File: src/common/phymc_consts.vh
`ifndef PHYMC_CONSTS_VH
`define PHYMC_CONSTS_VH

// ***************************************************************
// register indices (byte address is four times the index)
// ***************************************************************
`define PHYMC_IDX_MODE       6'h15
`define PHYMC_IDX_PLL        6'h17
`define PHYMC_IDX_RXE        6'h18

// ***************************************************************
// mode_control field positions
// ***************************************************************
`define PHYMC_B_FORCE10      14
`define PHYMC_B_FORCE100     13
`define PHYMC_B_JABBER_OFF   12
`define PHYMC_B_SEVEN_WIRE   11
`define PHYMC_B_ACT_RX_ONLY  10
`define PHYMC_B_LED_SCHEME   9
`define PHYMC_B_FAR_OFF      8
`define PHYMC_B_FAR_SEND     7
`define PHYMC_B_RXE_FULL     6
`define PHYMC_B_RXE_OFF      5
`define PHYMC_B_WDOG_OFF     4
`define PHYMC_B_RLOOP        3
`define PHYMC_B_SCRAM        2
`define PHYMC_B_BYPASS       1
`define PHYMC_B_FIBER        0

// ***************************************************************
// masks and reset values
// ***************************************************************
`define PHYMC_MODE_WMASK     16'h7FBF
`define PHYMC_MODE_SMASK     16'h0307
`define PHYMC_MODE_RST       16'h0000
`define PHYMC_CNT_RST        16'h0000
`define PHYMC_CNT_MAX        16'hFFFF
`define PHYMC_CNT_ONE        16'h0001
`define PHYMC_DAT_ZERO       32'h0000_0000

`endif

File: src/design/phymc_top.v
// Operation
// bit 14 forces 10 Mbps link up; local loopback forces it too.
// bit 13 ignores 100BASE-TX link state and transmits anyway.
// software sets bit 13 only while the autoneg strap is low; the design has no strap input and accepts bit 13 writes at any time.
// bit 12 set turns jabber protection off; clear keeps it on.
// bit 11 selects 7-wire interface, only while bit 1 is clear.
// advanced LEDs with bit 10 set: activity shows receive only.
// bit 10 clear: activity is rx or tx in half, rx in full.
// bit 10 has no effect while basic control duplex bit is one.
// bit 9 one selects standard LEDs, zero advanced; strap reset.
// bit 8 clear enables far-end fault; ignored outside fiber mode.
// bit 7 set sends the far-end-fault pattern unconditionally.
// bit 6 sets when error tally reaches full; clears on read.
// bit 5 set stops the receive error tally; clear lets it count.
// bit 4 set disables the decoder watchdog; clear keeps it.
// bit 3 set enables remote loopback of media receive data.
// bit 2 enables scrambling; forced to zero in fiber mode.
// lock-loss tally counts in 100 Mbps only; writable, resets zero.
// receive error tally is 16 bits, writable, resets to zero.
// strap-sourced bits load from sampled strap levels at reset.
// receive error tally holds at maximum once full until rewritten.
//
// Decided for this implementation: register access over Wishbone.
`timescale 1ns/1ps
`include "phymc_consts.vh"

module phymc_top #(
   parameter CNT_W = 16
) (
   core_clk,
   rst_n,
   wb_cyc_i,
   wb_stb_i,
   wb_we_i,
   wb_adr_i,
   wb_sel_i,
   wb_dat_i,
   wb_dat_o,
   wb_ack_o,
   led_scheme_strap,
   far_fault_strap,
   scrambler_strap,
   bypass_strap,
   fiber_strap,
   local_loopback,
   nlp_link_ok,
   tx100_link_ok,
   basic_duplex_bit,
   duplex_full,
   rx_activity,
   tx_activity,
   speed_100,
   pll_lock_lost,
   rx_error_event,
   link10_up,
   tx100_enable,
   jabber_enable,
   seven_wire_active,
   activity_led,
   led_standard,
   far_fault_enable,
   far_fault_send,
   watchdog_enable,
   remote_loopback_on,
   scrambler_on,
   coding_sublayer_bypass,
   fiber_mode_select
);
   input  wire              core_clk;               // 100 MHz clock
   input  wire              rst_n;                  // async reset, low
   input  wire              wb_cyc_i;               // bus cycle
   input  wire              wb_stb_i;               // bus strobe
   input  wire              wb_we_i;                // write enable
   input  wire [7:0]        wb_adr_i;               // byte address
   input  wire [3:0]        wb_sel_i;               // byte lanes
   input  wire [31:0]       wb_dat_i;               // write data
   output reg  [31:0]       wb_dat_o;               // read data
   output reg               wb_ack_o;               // acknowledge
   input  wire              led_scheme_strap;       // strap for bit 9
   input  wire              far_fault_strap;        // strap for bit 8
   input  wire              scrambler_strap;        // strap for bit 2
   input  wire              bypass_strap;           // strap for bit 1
   input  wire              fiber_strap;            // strap for bit 0
   input  wire              local_loopback;         // local loopback on
   input  wire              nlp_link_ok;            // link pulses seen
   input  wire              tx100_link_ok;          // 100TX link good
   input  wire              basic_duplex_bit;       // basic control bit 8
   input  wire              duplex_full;            // full duplex now
   input  wire              rx_activity;            // receive activity
   input  wire              tx_activity;            // transmit activity
   input  wire              speed_100;              // 100 Mbps operation
   input  wire              pll_lock_lost;          // lock loss pulse
   input  wire              rx_error_event;         // rx error pulse
   output reg               link10_up;              // 10M link declared
   output reg               tx100_enable;           // 100TX may transmit
   output reg               jabber_enable;          // jabber guard on
   output reg               seven_wire_active;      // 7-wire mode
   output reg               activity_led;           // activity indicator
   output reg               led_standard;           // standard LED scheme
   output reg               far_fault_enable;       // far fault gen/detect
   output reg               far_fault_send;         // send fault pattern
   output reg               watchdog_enable;        // decoder watchdog on
   output reg               remote_loopback_on;     // remote loopback
   output reg               scrambler_on;           // scrambling on
   output reg               coding_sublayer_bypass; // sublayer bypass
   output reg               fiber_mode_select;      // fiber mode

   // ***************************************************************
   // state
   // ***************************************************************
   reg  [15:0]       mode_r;
   reg  [15:0]       mode_nxt;
   reg               full_r;
   reg               full_nxt;
   reg  [CNT_W-1:0]  pll_cnt_r;
   reg  [CNT_W-1:0]  pll_cnt_nxt;
   reg  [CNT_W-1:0]  rxe_cnt_r;
   reg  [CNT_W-1:0]  rxe_cnt_nxt;
   reg               strap_done_r;
   reg  [31:0]       rd_data;
   reg  [15:0]       lane_mask;
   reg  [15:0]       strap_vec;

   wire              bus_req;
   wire              bus_wr;
   wire              bus_rd;
   wire [5:0]        reg_idx;
   wire              hit_mode;
   wire              hit_pll;
   wire              hit_rxe;
   wire              rxe_count;
   wire              rxe_at_max;

   // ***************************************************************
   // bus decode
   // ***************************************************************
   // access completes on the single ack cycle
   assign bus_req  = wb_cyc_i & wb_stb_i & wb_ack_o;
   assign bus_wr   = bus_req & wb_we_i;
   assign bus_rd   = bus_req & ~wb_we_i;
   assign reg_idx  = wb_adr_i[7:2];
   assign hit_mode = (reg_idx == `PHYMC_IDX_MODE);
   assign hit_pll  = (reg_idx == `PHYMC_IDX_PLL);
   assign hit_rxe  = (reg_idx == `PHYMC_IDX_RXE);

   always @* begin
      lane_mask = {{8{wb_sel_i[1]}}, {8{wb_sel_i[0]}}};
   end

   // one wait state: ack rises the edge after the request and drops the next,
   // so a request held past its ack is acknowledged again two edges later, on every other cycle
   always @(posedge core_clk or negedge rst_n) begin
      if (!rst_n) begin
         wb_ack_o <= 1'b0;
      end else begin
         wb_ack_o <= wb_cyc_i & wb_stb_i & ~wb_ack_o;
      end
   end

   // unmapped indices read as zero
   always @* begin
      rd_data = `PHYMC_DAT_ZERO;
      if (hit_mode) begin
         rd_data[15:0] = mode_r;
         rd_data[`PHYMC_B_RXE_FULL] = full_r;
      end else if (hit_pll) begin
         rd_data[CNT_W-1:0] = pll_cnt_r;
      end else if (hit_rxe) begin
         rd_data[CNT_W-1:0] = rxe_cnt_r;
      end
   end

   // read data is captured when the ack is raised
   always @(posedge core_clk or negedge rst_n) begin
      if (!rst_n) begin
         wb_dat_o <= `PHYMC_DAT_ZERO;
      end else if (wb_cyc_i & wb_stb_i & ~wb_ack_o & ~wb_we_i) begin
         wb_dat_o <= rd_data;
      end
   end

   // ***************************************************************
   // strap capture
   // ***************************************************************
   // straps are sampled once, on the first edge after reset;
   // from then on the strap-sourced bits belong to software
   always @* begin
      strap_vec = `PHYMC_MODE_RST;
      strap_vec[`PHYMC_B_LED_SCHEME] = led_scheme_strap;
      strap_vec[`PHYMC_B_FAR_OFF]    = far_fault_strap;
      strap_vec[`PHYMC_B_SCRAM]      = scrambler_strap;
      strap_vec[`PHYMC_B_BYPASS]     = bypass_strap;
      strap_vec[`PHYMC_B_FIBER]      = fiber_strap;
   end

   always @(posedge core_clk or negedge rst_n) begin
      if (!rst_n) begin
         strap_done_r <= 1'b0;
      end else begin
         strap_done_r <= 1'b1;
      end
   end

   // ***************************************************************
   // mode control register
   // ***************************************************************
   // bits 15 and 6 never take write data; bit 6 reads the live full flag
   always @* begin
      mode_nxt = mode_r;
      if (!strap_done_r) begin
         mode_nxt = (mode_r & ~`PHYMC_MODE_SMASK) | strap_vec;
      end else if (bus_wr & hit_mode) begin
         mode_nxt = (mode_r & ~(lane_mask & `PHYMC_MODE_WMASK))
                  | (wb_dat_i[15:0] & lane_mask & `PHYMC_MODE_WMASK);
      end
      // scrambling cannot stay enabled in fiber mode
      mode_nxt[`PHYMC_B_SCRAM] = mode_nxt[`PHYMC_B_SCRAM] & ~mode_nxt[`PHYMC_B_FIBER];
   end

   always @(posedge core_clk or negedge rst_n) begin
      if (!rst_n) begin
         mode_r <= `PHYMC_MODE_RST;
      end else begin
         mode_r <= mode_nxt;
      end
   end

   // ***************************************************************
   // receive error tally and full flag
   // ***************************************************************
   // the tally stops at its maximum instead of wrapping, so it stays a lower
   // bound of the errors seen; a software write beats an event
   assign rxe_at_max = (rxe_cnt_r == `PHYMC_CNT_MAX);
   assign rxe_count  = rx_error_event & ~mode_r[`PHYMC_B_RXE_OFF] & ~rxe_at_max;

   always @* begin
      rxe_cnt_nxt = rxe_cnt_r;
      if (bus_wr & hit_rxe) begin
         if (wb_sel_i[0]) begin
            rxe_cnt_nxt[7:0] = wb_dat_i[7:0];
         end
         if (wb_sel_i[1]) begin
            rxe_cnt_nxt[15:8] = wb_dat_i[15:8];
         end
      end else if (rxe_count) begin
         rxe_cnt_nxt = rxe_cnt_r + `PHYMC_CNT_ONE;
      end
   end

   always @* begin
      full_nxt = full_r;
      if (bus_rd & hit_mode) begin
         full_nxt = 1'b0;
      end
      // a new fill in the clearing cycle still sets the flag
      if (rxe_count & (rxe_cnt_nxt == `PHYMC_CNT_MAX)) begin
         full_nxt = 1'b1;
      end
   end

   always @(posedge core_clk or negedge rst_n) begin
      if (!rst_n) begin
         rxe_cnt_r <= `PHYMC_CNT_RST;
         full_r    <= 1'b0;
      end else begin
         rxe_cnt_r <= rxe_cnt_nxt;
         full_r    <= full_nxt;
      end
   end

   // ***************************************************************
   // lock-loss tally
   // ***************************************************************
   // the lock-loss tally wraps; a write in the same cycle drops the event
   always @* begin
      pll_cnt_nxt = pll_cnt_r;
      if (bus_wr & hit_pll) begin
         if (wb_sel_i[0]) begin
            pll_cnt_nxt[7:0] = wb_dat_i[7:0];
         end
         if (wb_sel_i[1]) begin
            pll_cnt_nxt[15:8] = wb_dat_i[15:8];
         end
      end else if (pll_lock_lost & speed_100) begin
         pll_cnt_nxt = pll_cnt_r + `PHYMC_CNT_ONE;
      end
   end

   always @(posedge core_clk or negedge rst_n) begin
      if (!rst_n) begin
         pll_cnt_r <= `PHYMC_CNT_RST;
      end else begin
         pll_cnt_r <= pll_cnt_nxt;
      end
   end

   // ***************************************************************
   // link and transmit control outputs
   // ***************************************************************
   // forcing bit 13 is left to software; the autoneg strap is not seen here
   always @(posedge core_clk or negedge rst_n) begin
      if (!rst_n) begin
         link10_up    <= 1'b0;
         tx100_enable <= 1'b0;
      end else begin
         link10_up    <= mode_r[`PHYMC_B_FORCE10] | local_loopback | nlp_link_ok;
         tx100_enable <= mode_r[`PHYMC_B_FORCE100] | tx100_link_ok;
      end
   end

   // jabber guard and watchdog come up enabled, their safe state
   always @(posedge core_clk or negedge rst_n) begin
      if (!rst_n) begin
         jabber_enable     <= 1'b1;
         seven_wire_active <= 1'b0;
         watchdog_enable   <= 1'b1;
      end else begin
         jabber_enable     <= ~mode_r[`PHYMC_B_JABBER_OFF];
         seven_wire_active <= mode_r[`PHYMC_B_SEVEN_WIRE] & ~mode_r[`PHYMC_B_BYPASS];
         watchdog_enable   <= ~mode_r[`PHYMC_B_WDOG_OFF];
      end
   end

   // ***************************************************************
   // indicator outputs
   // ***************************************************************
   // the standard scheme shows any traffic; the advanced one honours bit 10
   // only while the basic control duplex bit is zero
   reg act_nxt;

   always @* begin
      act_nxt = rx_activity | tx_activity;
      if (!mode_r[`PHYMC_B_LED_SCHEME]) begin
         if (mode_r[`PHYMC_B_ACT_RX_ONLY] & ~basic_duplex_bit) begin
            act_nxt = rx_activity;
         end else if (duplex_full) begin
            act_nxt = rx_activity;
         end else begin
            act_nxt = rx_activity | tx_activity;
         end
      end
   end

   always @(posedge core_clk or negedge rst_n) begin
      if (!rst_n) begin
         activity_led <= 1'b0;
         led_standard <= 1'b0;
      end else begin
         activity_led <= act_nxt;
         led_standard <= mode_r[`PHYMC_B_LED_SCHEME];
      end
   end

   // ***************************************************************
   // fiber, fault, loopback and coding outputs
   // ***************************************************************
   // scrambler_on and far_fault_enable are gated by the fiber bit so a stale bit cannot leak; far_fault_send is not gated
   always @(posedge core_clk or negedge rst_n) begin
      if (!rst_n) begin
         far_fault_enable       <= 1'b0;
         far_fault_send         <= 1'b0;
         remote_loopback_on     <= 1'b0;
         scrambler_on           <= 1'b0;
         coding_sublayer_bypass <= 1'b0;
         fiber_mode_select      <= 1'b0;
      end else begin
         far_fault_enable       <= mode_r[`PHYMC_B_FIBER] & ~mode_r[`PHYMC_B_FAR_OFF];
         far_fault_send         <= mode_r[`PHYMC_B_FAR_SEND];
         remote_loopback_on     <= mode_r[`PHYMC_B_RLOOP];
         scrambler_on           <= mode_r[`PHYMC_B_SCRAM] & ~mode_r[`PHYMC_B_FIBER];
         coding_sublayer_bypass <= mode_r[`PHYMC_B_BYPASS];
         fiber_mode_select      <= mode_r[`PHYMC_B_FIBER];
      end
   end

endmodule

File: config.mk
export PLATFORM = sky130hd
export DESIGN_NAME = phymc_top
export DESIGN_NICKNAME = d
export VERILOG_FILES = /design/src/design/phymc_top.v
export VERILOG_INCLUDE_DIRS = /design/src /design/src/common
export SDC_FILE = /design/constraint.sdc
export NUM_CORES = 1
export LEC_CHECK = 0
export BUFFER_PORTS_ARGS = -buffer_cell sky130_fd_sc_hd__clkbuf_2
export CAP_MARGIN = 20
export CORE_UTILIZATION = 35
export CTS_BUF_LIST = sky130_fd_sc_hd__clkbuf_4 sky130_fd_sc_hd__clkbuf_8
export DETAILED_ROUTE_END_ITERATION = 8
export GPL_ROUTABILITY_DRIVEN = 0
export GPL_TIMING_DRIVEN = 0
export PLACE_DENSITY = 0.67
export SYNTH_ARGS = -nofsm -noshare
export SYNTH_HDL_FRONTEND = slang
export SYNTH_SLANG_ARGS = --single-unit
export TNS_END_PERCENT = 10
File: constraint.sdc
create_clock -name core_clk -period 2.2 [get_ports core_clk]
set_input_delay 0.22 -clock core_clk [delete_from_list [all_inputs] [get_ports core_clk]]
set_output_delay 0.22 -clock core_clk [all_outputs]
set_load 0.02 [all_outputs]
After elaboration in Yosys (flattened, before gate mapping)
Index checks and enable logic that the tools add are counted.
Storage, ports and cells
  bits in registers: 80
  input bits: 64
  output and inout bits: 46
Operators by class
  $add $sub $neg: 2
  eq/ne operators: 8
  multiplexer cells: 18
  bitwise operators: 39
  reductions and logical operators: 4
Operator list (number)
  $mux 16: 9
  $add 16x1->16 const B: 2
  $eq 16x16->1 const B: 2
  $mux 8: 4
  $and 1x1->1: 19
  $eq 6x5->1 const B: 3
  $and 16x16->16: 1
  $not 15->16: 1
  $or 16x10->16: 1
  $or 16x15->16: 1
  $and 15x15->15: 1
  $not 1->1: 11
  $mux 1: 5
  $ne 2x2->1 const B: 2
  $or 1x1->1: 4
  $reduce_and 2->1: 2
  $reduce_bool 2->1: 2
  $ne 2x1->1 const B: 1

Logic depth before layout (Yosys ltp)
Gate-level depths: netlist of run 1.
  word-level depth: 8
  mapped depth: 9
  depth with buffers taken out: 8

Least setup slack after synthesis of run 1
Ideal clock, no wire load.
  kind: flip-flop to flip-flop
  from: reg rxe_cnt_r[0]
  to: reg full_r
  arrival: 2.131 ns
  path slack: -0.023 ns
  stages on the path, launching flop included: 9
  buffers on the path: 0
  cell sequence: dfrtp_1 > ha_1 > and3_1 > nand3_1 > or4_4 > a2bb2oi_1 > a211oi_2 > nand4_1 > o31ai_2
Between the ends
  cells in the longest elaborated chain, start to end: 8
Ends and longest elaborated chain
  start, declared: line phymc_top.v:117  | reg [CNT_W-1:0] rxe_cnt_r;
  start signal, assigned: line phymc_top.v:263  | rxe_cnt_r <= `PHYMC_CNT_RST;
  start signal, assigned: line phymc_top.v:266  | rxe_cnt_r <= rxe_cnt_nxt;
  parallel branches: the longest is 6 deep, another holds $add 16x1->16
  $and 1x1->1 *: line phymc_top.v:256  | if (rxe_count & (rxe_cnt_nxt == `PHYMC_CNT_MAX)) begin
  $mux 1 or $reduce_bool 2->1 (tied branches)
  end signal, assigned: line phymc_top.v:267  | full_r <= full_nxt;
  end, declared: line phymc_top.v:113  | reg full_r;
Mark *: on every way between the ends.
A chain may end at the register's enable or synchronous reset.

Worst setup path after layout of run 1
  from: reg rxe_cnt_r[11]
  to: reg full_r
Same word-level chain as after synthesis.

==> results of run 1 <==
==> registers in the layout (all words and copies together), names as in the netlist, 14 cells and up <==
signal	cells
mode_r	14
pll_cnt_r	16
rxe_cnt_r	16
wb_dat_o	16
==> logic make-up after synthesis <==
logic type / after synthesis
compound gates: 113
fa+ha+maj: 2
buf+inv: 47
flops: 78
mux: 14
other cells: 2
simple gates: 171
==> stage by stage <==
stage,power (uW),util,TNS (ps)
finish,4179,0.4622,-57.28
global route,4378,0.4622,-134.0
CTS,4142,0.4577,-73.78
detailed placement,2755,0.4158,-1554
global placement,2715,0.4132,-1275
floorplan,2413,-,0
==> cell type report <==
| cell class | instances | share of cell area |
|---|---|---|
| multi-input cells | 317 | 0.3994 |
| flip-flops and latches | 78 | 0.3713 |
| repair buffers | 90 | 0.09891 |
| plain buffers | 34 | 0.04249 |
| well taps | 143 | 0.03376 |
| clock buffers | 13 | 0.03258 |
| clock inverters | 3 | 0.01228 |
| inverters | 13 | 0.009207 |
==> per-layer routing <==
metal,vias up,GRT usage,wire [um]
met4,0,0.09067,429
li1,1837,-,-
met5,-,0,0
met3,34,0.05686,1108
met1,1945,0.2714,5143
met2,203,0.3466,6035
==> worst reg2reg max path: stages, from the launching register on <==
cell and delay [ps]:
dfrtp_1 520, nand4_4 230, or3_1 430, o211ai_1 170, o31ai_1 140, nor4b_2 240, nand4_1 210, o31ai_2 220
==> power groups by stage <==
stage	clock network, uW	registers, uW	logic [uW]
5_1_grt	1350	1980	1050
3_3_place_gp	0	1940	780
3_5_place_dp	0	1950	805
6_report	1280	1940	956
2_1_floorplan	0	1950	462
4_1_cts	1290	1920	931
==> Yosys cell counts, types with 2 or more instances <==
cell type and count:
buf_6 2, clkbuf_1 13, buf_4 16, and4_1 4, mux2i_1 5, a222oi_1 15
nor2b_1 5, o211ai_1 2, inv_1 13, or3_1 2, o31ai_1 4, buf_2 2
nor4_1 4, and2_1 2, nor3_1 15, a311oi_1 7, and2_0 2, nor2_1 48
a21oi_1 40, dfrtp_1 76, a211oi_1 8, nand2_1 19, conb_1 2, or2_2 4
nand2b_1 2, nor3_2 3, nand3_1 19, a31oi_1 3, mux2_2 9, and3_1 9
ha_1 2, o221ai_1 2, or4_1 2, nand4_1 18, o22ai_1 2, o21ai_0 12
o221a_2 4, dfstp_2 2
==> final timing paths <==
kind / end / slack (ps) / cells past startpoint
max: full_r / -60 / 7
min: link10_up / 40 / 2
max reg2reg: full_r / -60 / 7
min reg2reg: remote_loopback_on / 410 / 0
max in group asynchronous: watchdog_enable / 1240 / 3
min in group asynchronous: wb_dat_o[13] / 320 / 2
==> timing repair <==
| action | 4_1_cts | 5_1_grt |
|---|---|---|
| pin swaps | 14 | 7 |
| setup buffers | 14 | 2 |
| resized for setup | 33 | 11 |
| endpoints found under the setup margin | 15 | 5 |
| endpoints found under the hold margin | 20 | 0 |
| hold buffers | 1 | 0 |
==> impl_metrics.toml, run 1 <==
[floorplanning]
io_pins = 110
core_um2 = 11470
die_area_um2 = 12250
die-height_um = 110.7
chipWidth_um = 110.7
initial_core_util = 0.3605
rows = 39

[sta]
clock.fmax_mhz = 443.0
slew_headroom = 0.5549
setup_ws_ps = -57.28
hold_viol = 0
finalCritPeriodShare = 1.026
tightestPinTransition_ps = 662.5
clock_skew_ps = 6.175
finalCriticalPeriod_ps = 2257
slew_violations = 0
whs_ps = 41.13
setup_viol = 1
rsz0062_at_grt = "yes"

[drt]
drtIter0Drc = 471
antenna_left = 0
vias = 4019
via_per_inst = 5.816
drc_errors = 0
dr.pass1.iters = 8
wl_um = 12720
routedWlPerCell_um = 18.40

[final_layout]
layout_commonest_cell = "clkbuf_2"
final_cells = 691
final_area_um2 = 5300
final_nets = 609
regArea_um2 = 1968
drive_gt1_frac = 0.3412
multi_input_comb_area_um2 = 2117
layout_common_cells = "clkbuf_2, dfrtp_1, nor2_1"
fillCellCount = 1085
area_growth_syn_to_layout_pct = 28.21
antenna-diode-count = 0

[global_routing]
grt_max_degree = 58
overflow = 0
grtUsageTotal = 0.2146
grt_pass1_vias = 4015
antenna_found_initial = 0
grt_pass1_wl_um = 20600

[worst_setup_path]
crit-reg2reg-launch = "rxe_cnt_r[11]"
start_kind = "register"
required_ps = 2480
cp_max_fo = 6
cpPeakStageDelay_ps = 520
critPathBufInv = 0
crit_type = "reg2reg"
crit_chain = "nand4_4, or3_1, o211ai_1, o31ai_1, nor4b_2, nand4_1, o31ai_2"
crit_start = "rxe_cnt_r[11]"
path_delay_family = "simple AND/OR/NAND/NOR gates"
cp_data_arrival_time_ps = 2540
endpoint_kind = "register"
crit_slowest_cell = "dfrtp_1"

[yosys]
synthArstFlopShare = 1.000
synthSimpleGateAreaFrac = 0.2276
netlist.area_leader.share = 0.4600
synth_top_family_by_area = "simple AND/OR/NAND/NOR gates"
synthMuxAreaShare = 0.03662
avgSynthCellArea_um2 = 9.681
syn-cell-area_um2 = 4134
syn_inst = 427
synth-main-ff-cell = "dfrtp_1"
yosysWarningCount = 0
synth_cell_types = 66
synth_edf_count = 0
synth-adder-area-share = 0.006053
synth_largest_area_cell = "dfrtp_1"
ys_seq_area_frac = 0.4728
synthTopCellsByArea = "dfrtp_1, a21oi_1, nor2_1"
synthXorXnorAreaFrac = 0
ys_ff_latch = 78
synth_compound_area_frac = 0.1937

[cts]
cts_buffers = 9
cts.clk_slew.worst_paths_ps = 80
clockBufferDepth = 2
tritoncts = "done"
cts.sinks = 78
clock_latency_ps = 360
cts-htree-levels = 3
cts_root_buf = "clkbuf_8"

[power]
power.density_nw_per_um2 = 788.5
clkPwrFrac = 0.306
seqPwrFrac = 0.465
p_leak_uw = 0.002379
combPwrFrac = 0.229
switching_power_uw = 1378
peakVddDrop_mv = 0.3875
p_sw_frac = 0.3297
power.internal_uw = 2801

[hold_path]
min_from = "nlp_link_ok"
min_path_type = "in2reg"

[placed_design]
io_buffers = 72
hpwl_um = 9121
place_inst = 658
placed_area_um2 = 4768
place_ws_ps = -388.5

[run_status]
status = "finished, violations left"
failed_checks = "setup timing"

[run]
drv_cap = 0
Note: power is estimated with default switching activity, not from simulation.
==> run 2, diff against run 1 <==
Settings changed: CORE_UTILIZATION 35 to 49, PLACE_DENSITY 0.67 to 0.86.
==> run 2 against run 1 <==
The flow still finishes with violations (setup timing). Via count rose by 5.1%. Critical path depth did not move. Combinational power fell by 5.1%. Sequential power barely moved. Cell area fell by 1.3%. Clock power fell by 5%. Count of clock-buffer cells in the layout fell by 2. Flip-flop and latch count did not move. Largest cell class unchanged. Highest routed layer unchanged.
==> impl_metrics.toml, run 2 (same netlist as run 1, synthesis figures left out) <==
[hold_path]
min_path_cells = 2
min_path_type = "in2reg"

[cts]
cts.sinks = 78
clock_latency_ps = 350
cts_buffers = 9
cts.clk_slew.worst_paths_ps = 80
clockBufferDepth = 2
cts_root_buf = "clkbuf_8"
cts-htree-levels = 3
tritoncts = "done"

[drt]
antenna_left = 0
via_per_inst = 6.456
routedWlPerCell_um = 19.07
vias = 4222
drtIter0Drc = 511
wl_um = 12470
dr.pass1.iters = 7
drc_errors = 0

[worst_setup_path]
start_kind = "register"
required_ps = 2460
cp_data_arrival_time_ps = 2580
worstRegToRegCells = 7
crit_type = "reg2reg"
cp_max_fo = 6
endpoint_kind = "register"

[floorplanning]
die-height_um = 93.85
core_um2 = 8175
initial_core_util = 0.5057
die_area_um2 = 8808
rows = 33
io_pins = 110
chipWidth_um = 93.85

[global_routing]
grtUsageTotal = 0.2841
grt_pass1_vias = 3887
antenna_found_initial = 0
grt_max_degree = 43
grt_pass1_wl_um = 18870
overflow = 0

[placed_design]
io_buffers = 72
place_inst = 620
place_ws_ps = -368.7
hpwl_um = 8779

[run]
drv_cap = 0

[sta]
setup_viol = 1
finalCriticalPeriod_ps = 2325
tightestPinTransition_ps = 685.2
finalCritPeriodShare = 1.057
hold_viol = 0
slew_violations = 0
rsz0062_at_grt = "yes"
clock.fmax_mhz = 430.2
clock_skew_ps = 10.21
setup_ws_ps = -124.6
slew_headroom = 0.5407

[run_status]
failed_checks = "setup timing"
status = "finished, violations left"

[final_layout]
drive_gt1_frac = 0.3406
final_cells = 654
layout_common_cells = "clkbuf_2, dfrtp_1, nor2_1"
layout_commonest_cell = "clkbuf_2"
area_growth_syn_to_layout_pct = 26.54
final_util = 0.6399
antenna-diode-count = 0
reg.largest.list = "pll_cnt_r: 16 flops, rxe_cnt_r: 16 flops, wb_dat_o: 16 flops"
final_nets = 610

[power]
p_leak_uw = 0.002380
peakVddDrop_mv = 0.3867
power.density_nw_per_um2 = 779.3
## run 2: cell types whose count changed in the layout (fill, tap and decap cells not counted), sizes merged
cell	before	now
clkbuf	96	95
clkinv	1	3
## run 2: worst max-delay path, stage by stage, from the launching register on
cell and delay (ps):
dfrtp_1 510, and4b_2 300, nand4_1 230, nor3_4 290, a311oi_2 150, nor3_2 270, nand4_1 230, o31ai_2 260
## run 2: final cells by class
class / instances / area (um2)
fill: 625 / 2944
multi-input combinational: 317 / 2111
sequential: 78 / 1967
timing repair buffer: 91 / 520.5
buffer: 34 / 225.2
clock buffer: 11 / 145.1
tap: 105 / 131.4
clock inverter: 5 / 82.58
inverter: 13 / 48.80
## run 2: final timing paths
kind	start	endpoint	slack [ps]
max in group asynchronous	rst_n	jabber_enable	1120
min reg2reg	mode_r[7]	far_fault_send	410
max reg2reg	rxe_cnt_r[2]	full_r	-120
min	nlp_link_ok	link10_up	50
max	rxe_cnt_r[2]	full_r	-120
min in group asynchronous	rst_n	wb_dat_o[2]	400
## run 2: power breakdown
part           total (uW)  internal [uW]  switching (uW)
Combinational         907            366             541
Clock                1220            685             538
Sequential           1950           1650             292
## run 2: repair_timing
item / 4_1_cts / 5_1_grt
gates resized for setup: 22 / 18
pin swaps: 11 / 10
setup buffers: 10 / 7
setup endpoints to repair: 15 / 3
hold buffers: 1 / 0
hold endpoints to repair: 35 / 0
## run 2: metrics by stage
step	power (uW)	TNS (ps)	hold WS (ps)	instance area, um2
after floorplan	2413	0	-75.59	4199
after global placement	2699	-710.7	381.1	4691
after CTS	4001	-76.00	50.58	5110
final	4077	-124.6	49.45	5231
after detailed placement	2760	-1328	261.2	4713
after global routing	4238	-163.7	51.49	5231
## run 2: metal layers
metal | share of wire | up-vias | global-route usage
met5 | 0 | - | 0
met4 | 0.049 | 0 | 0.1641
met3 | 0.11 | 68 | 0.06796
met2 | 0.48 | 331 | 0.4708
met1 | 0.36 | 1979 | 0.3352
li1 | - | 1844 | -
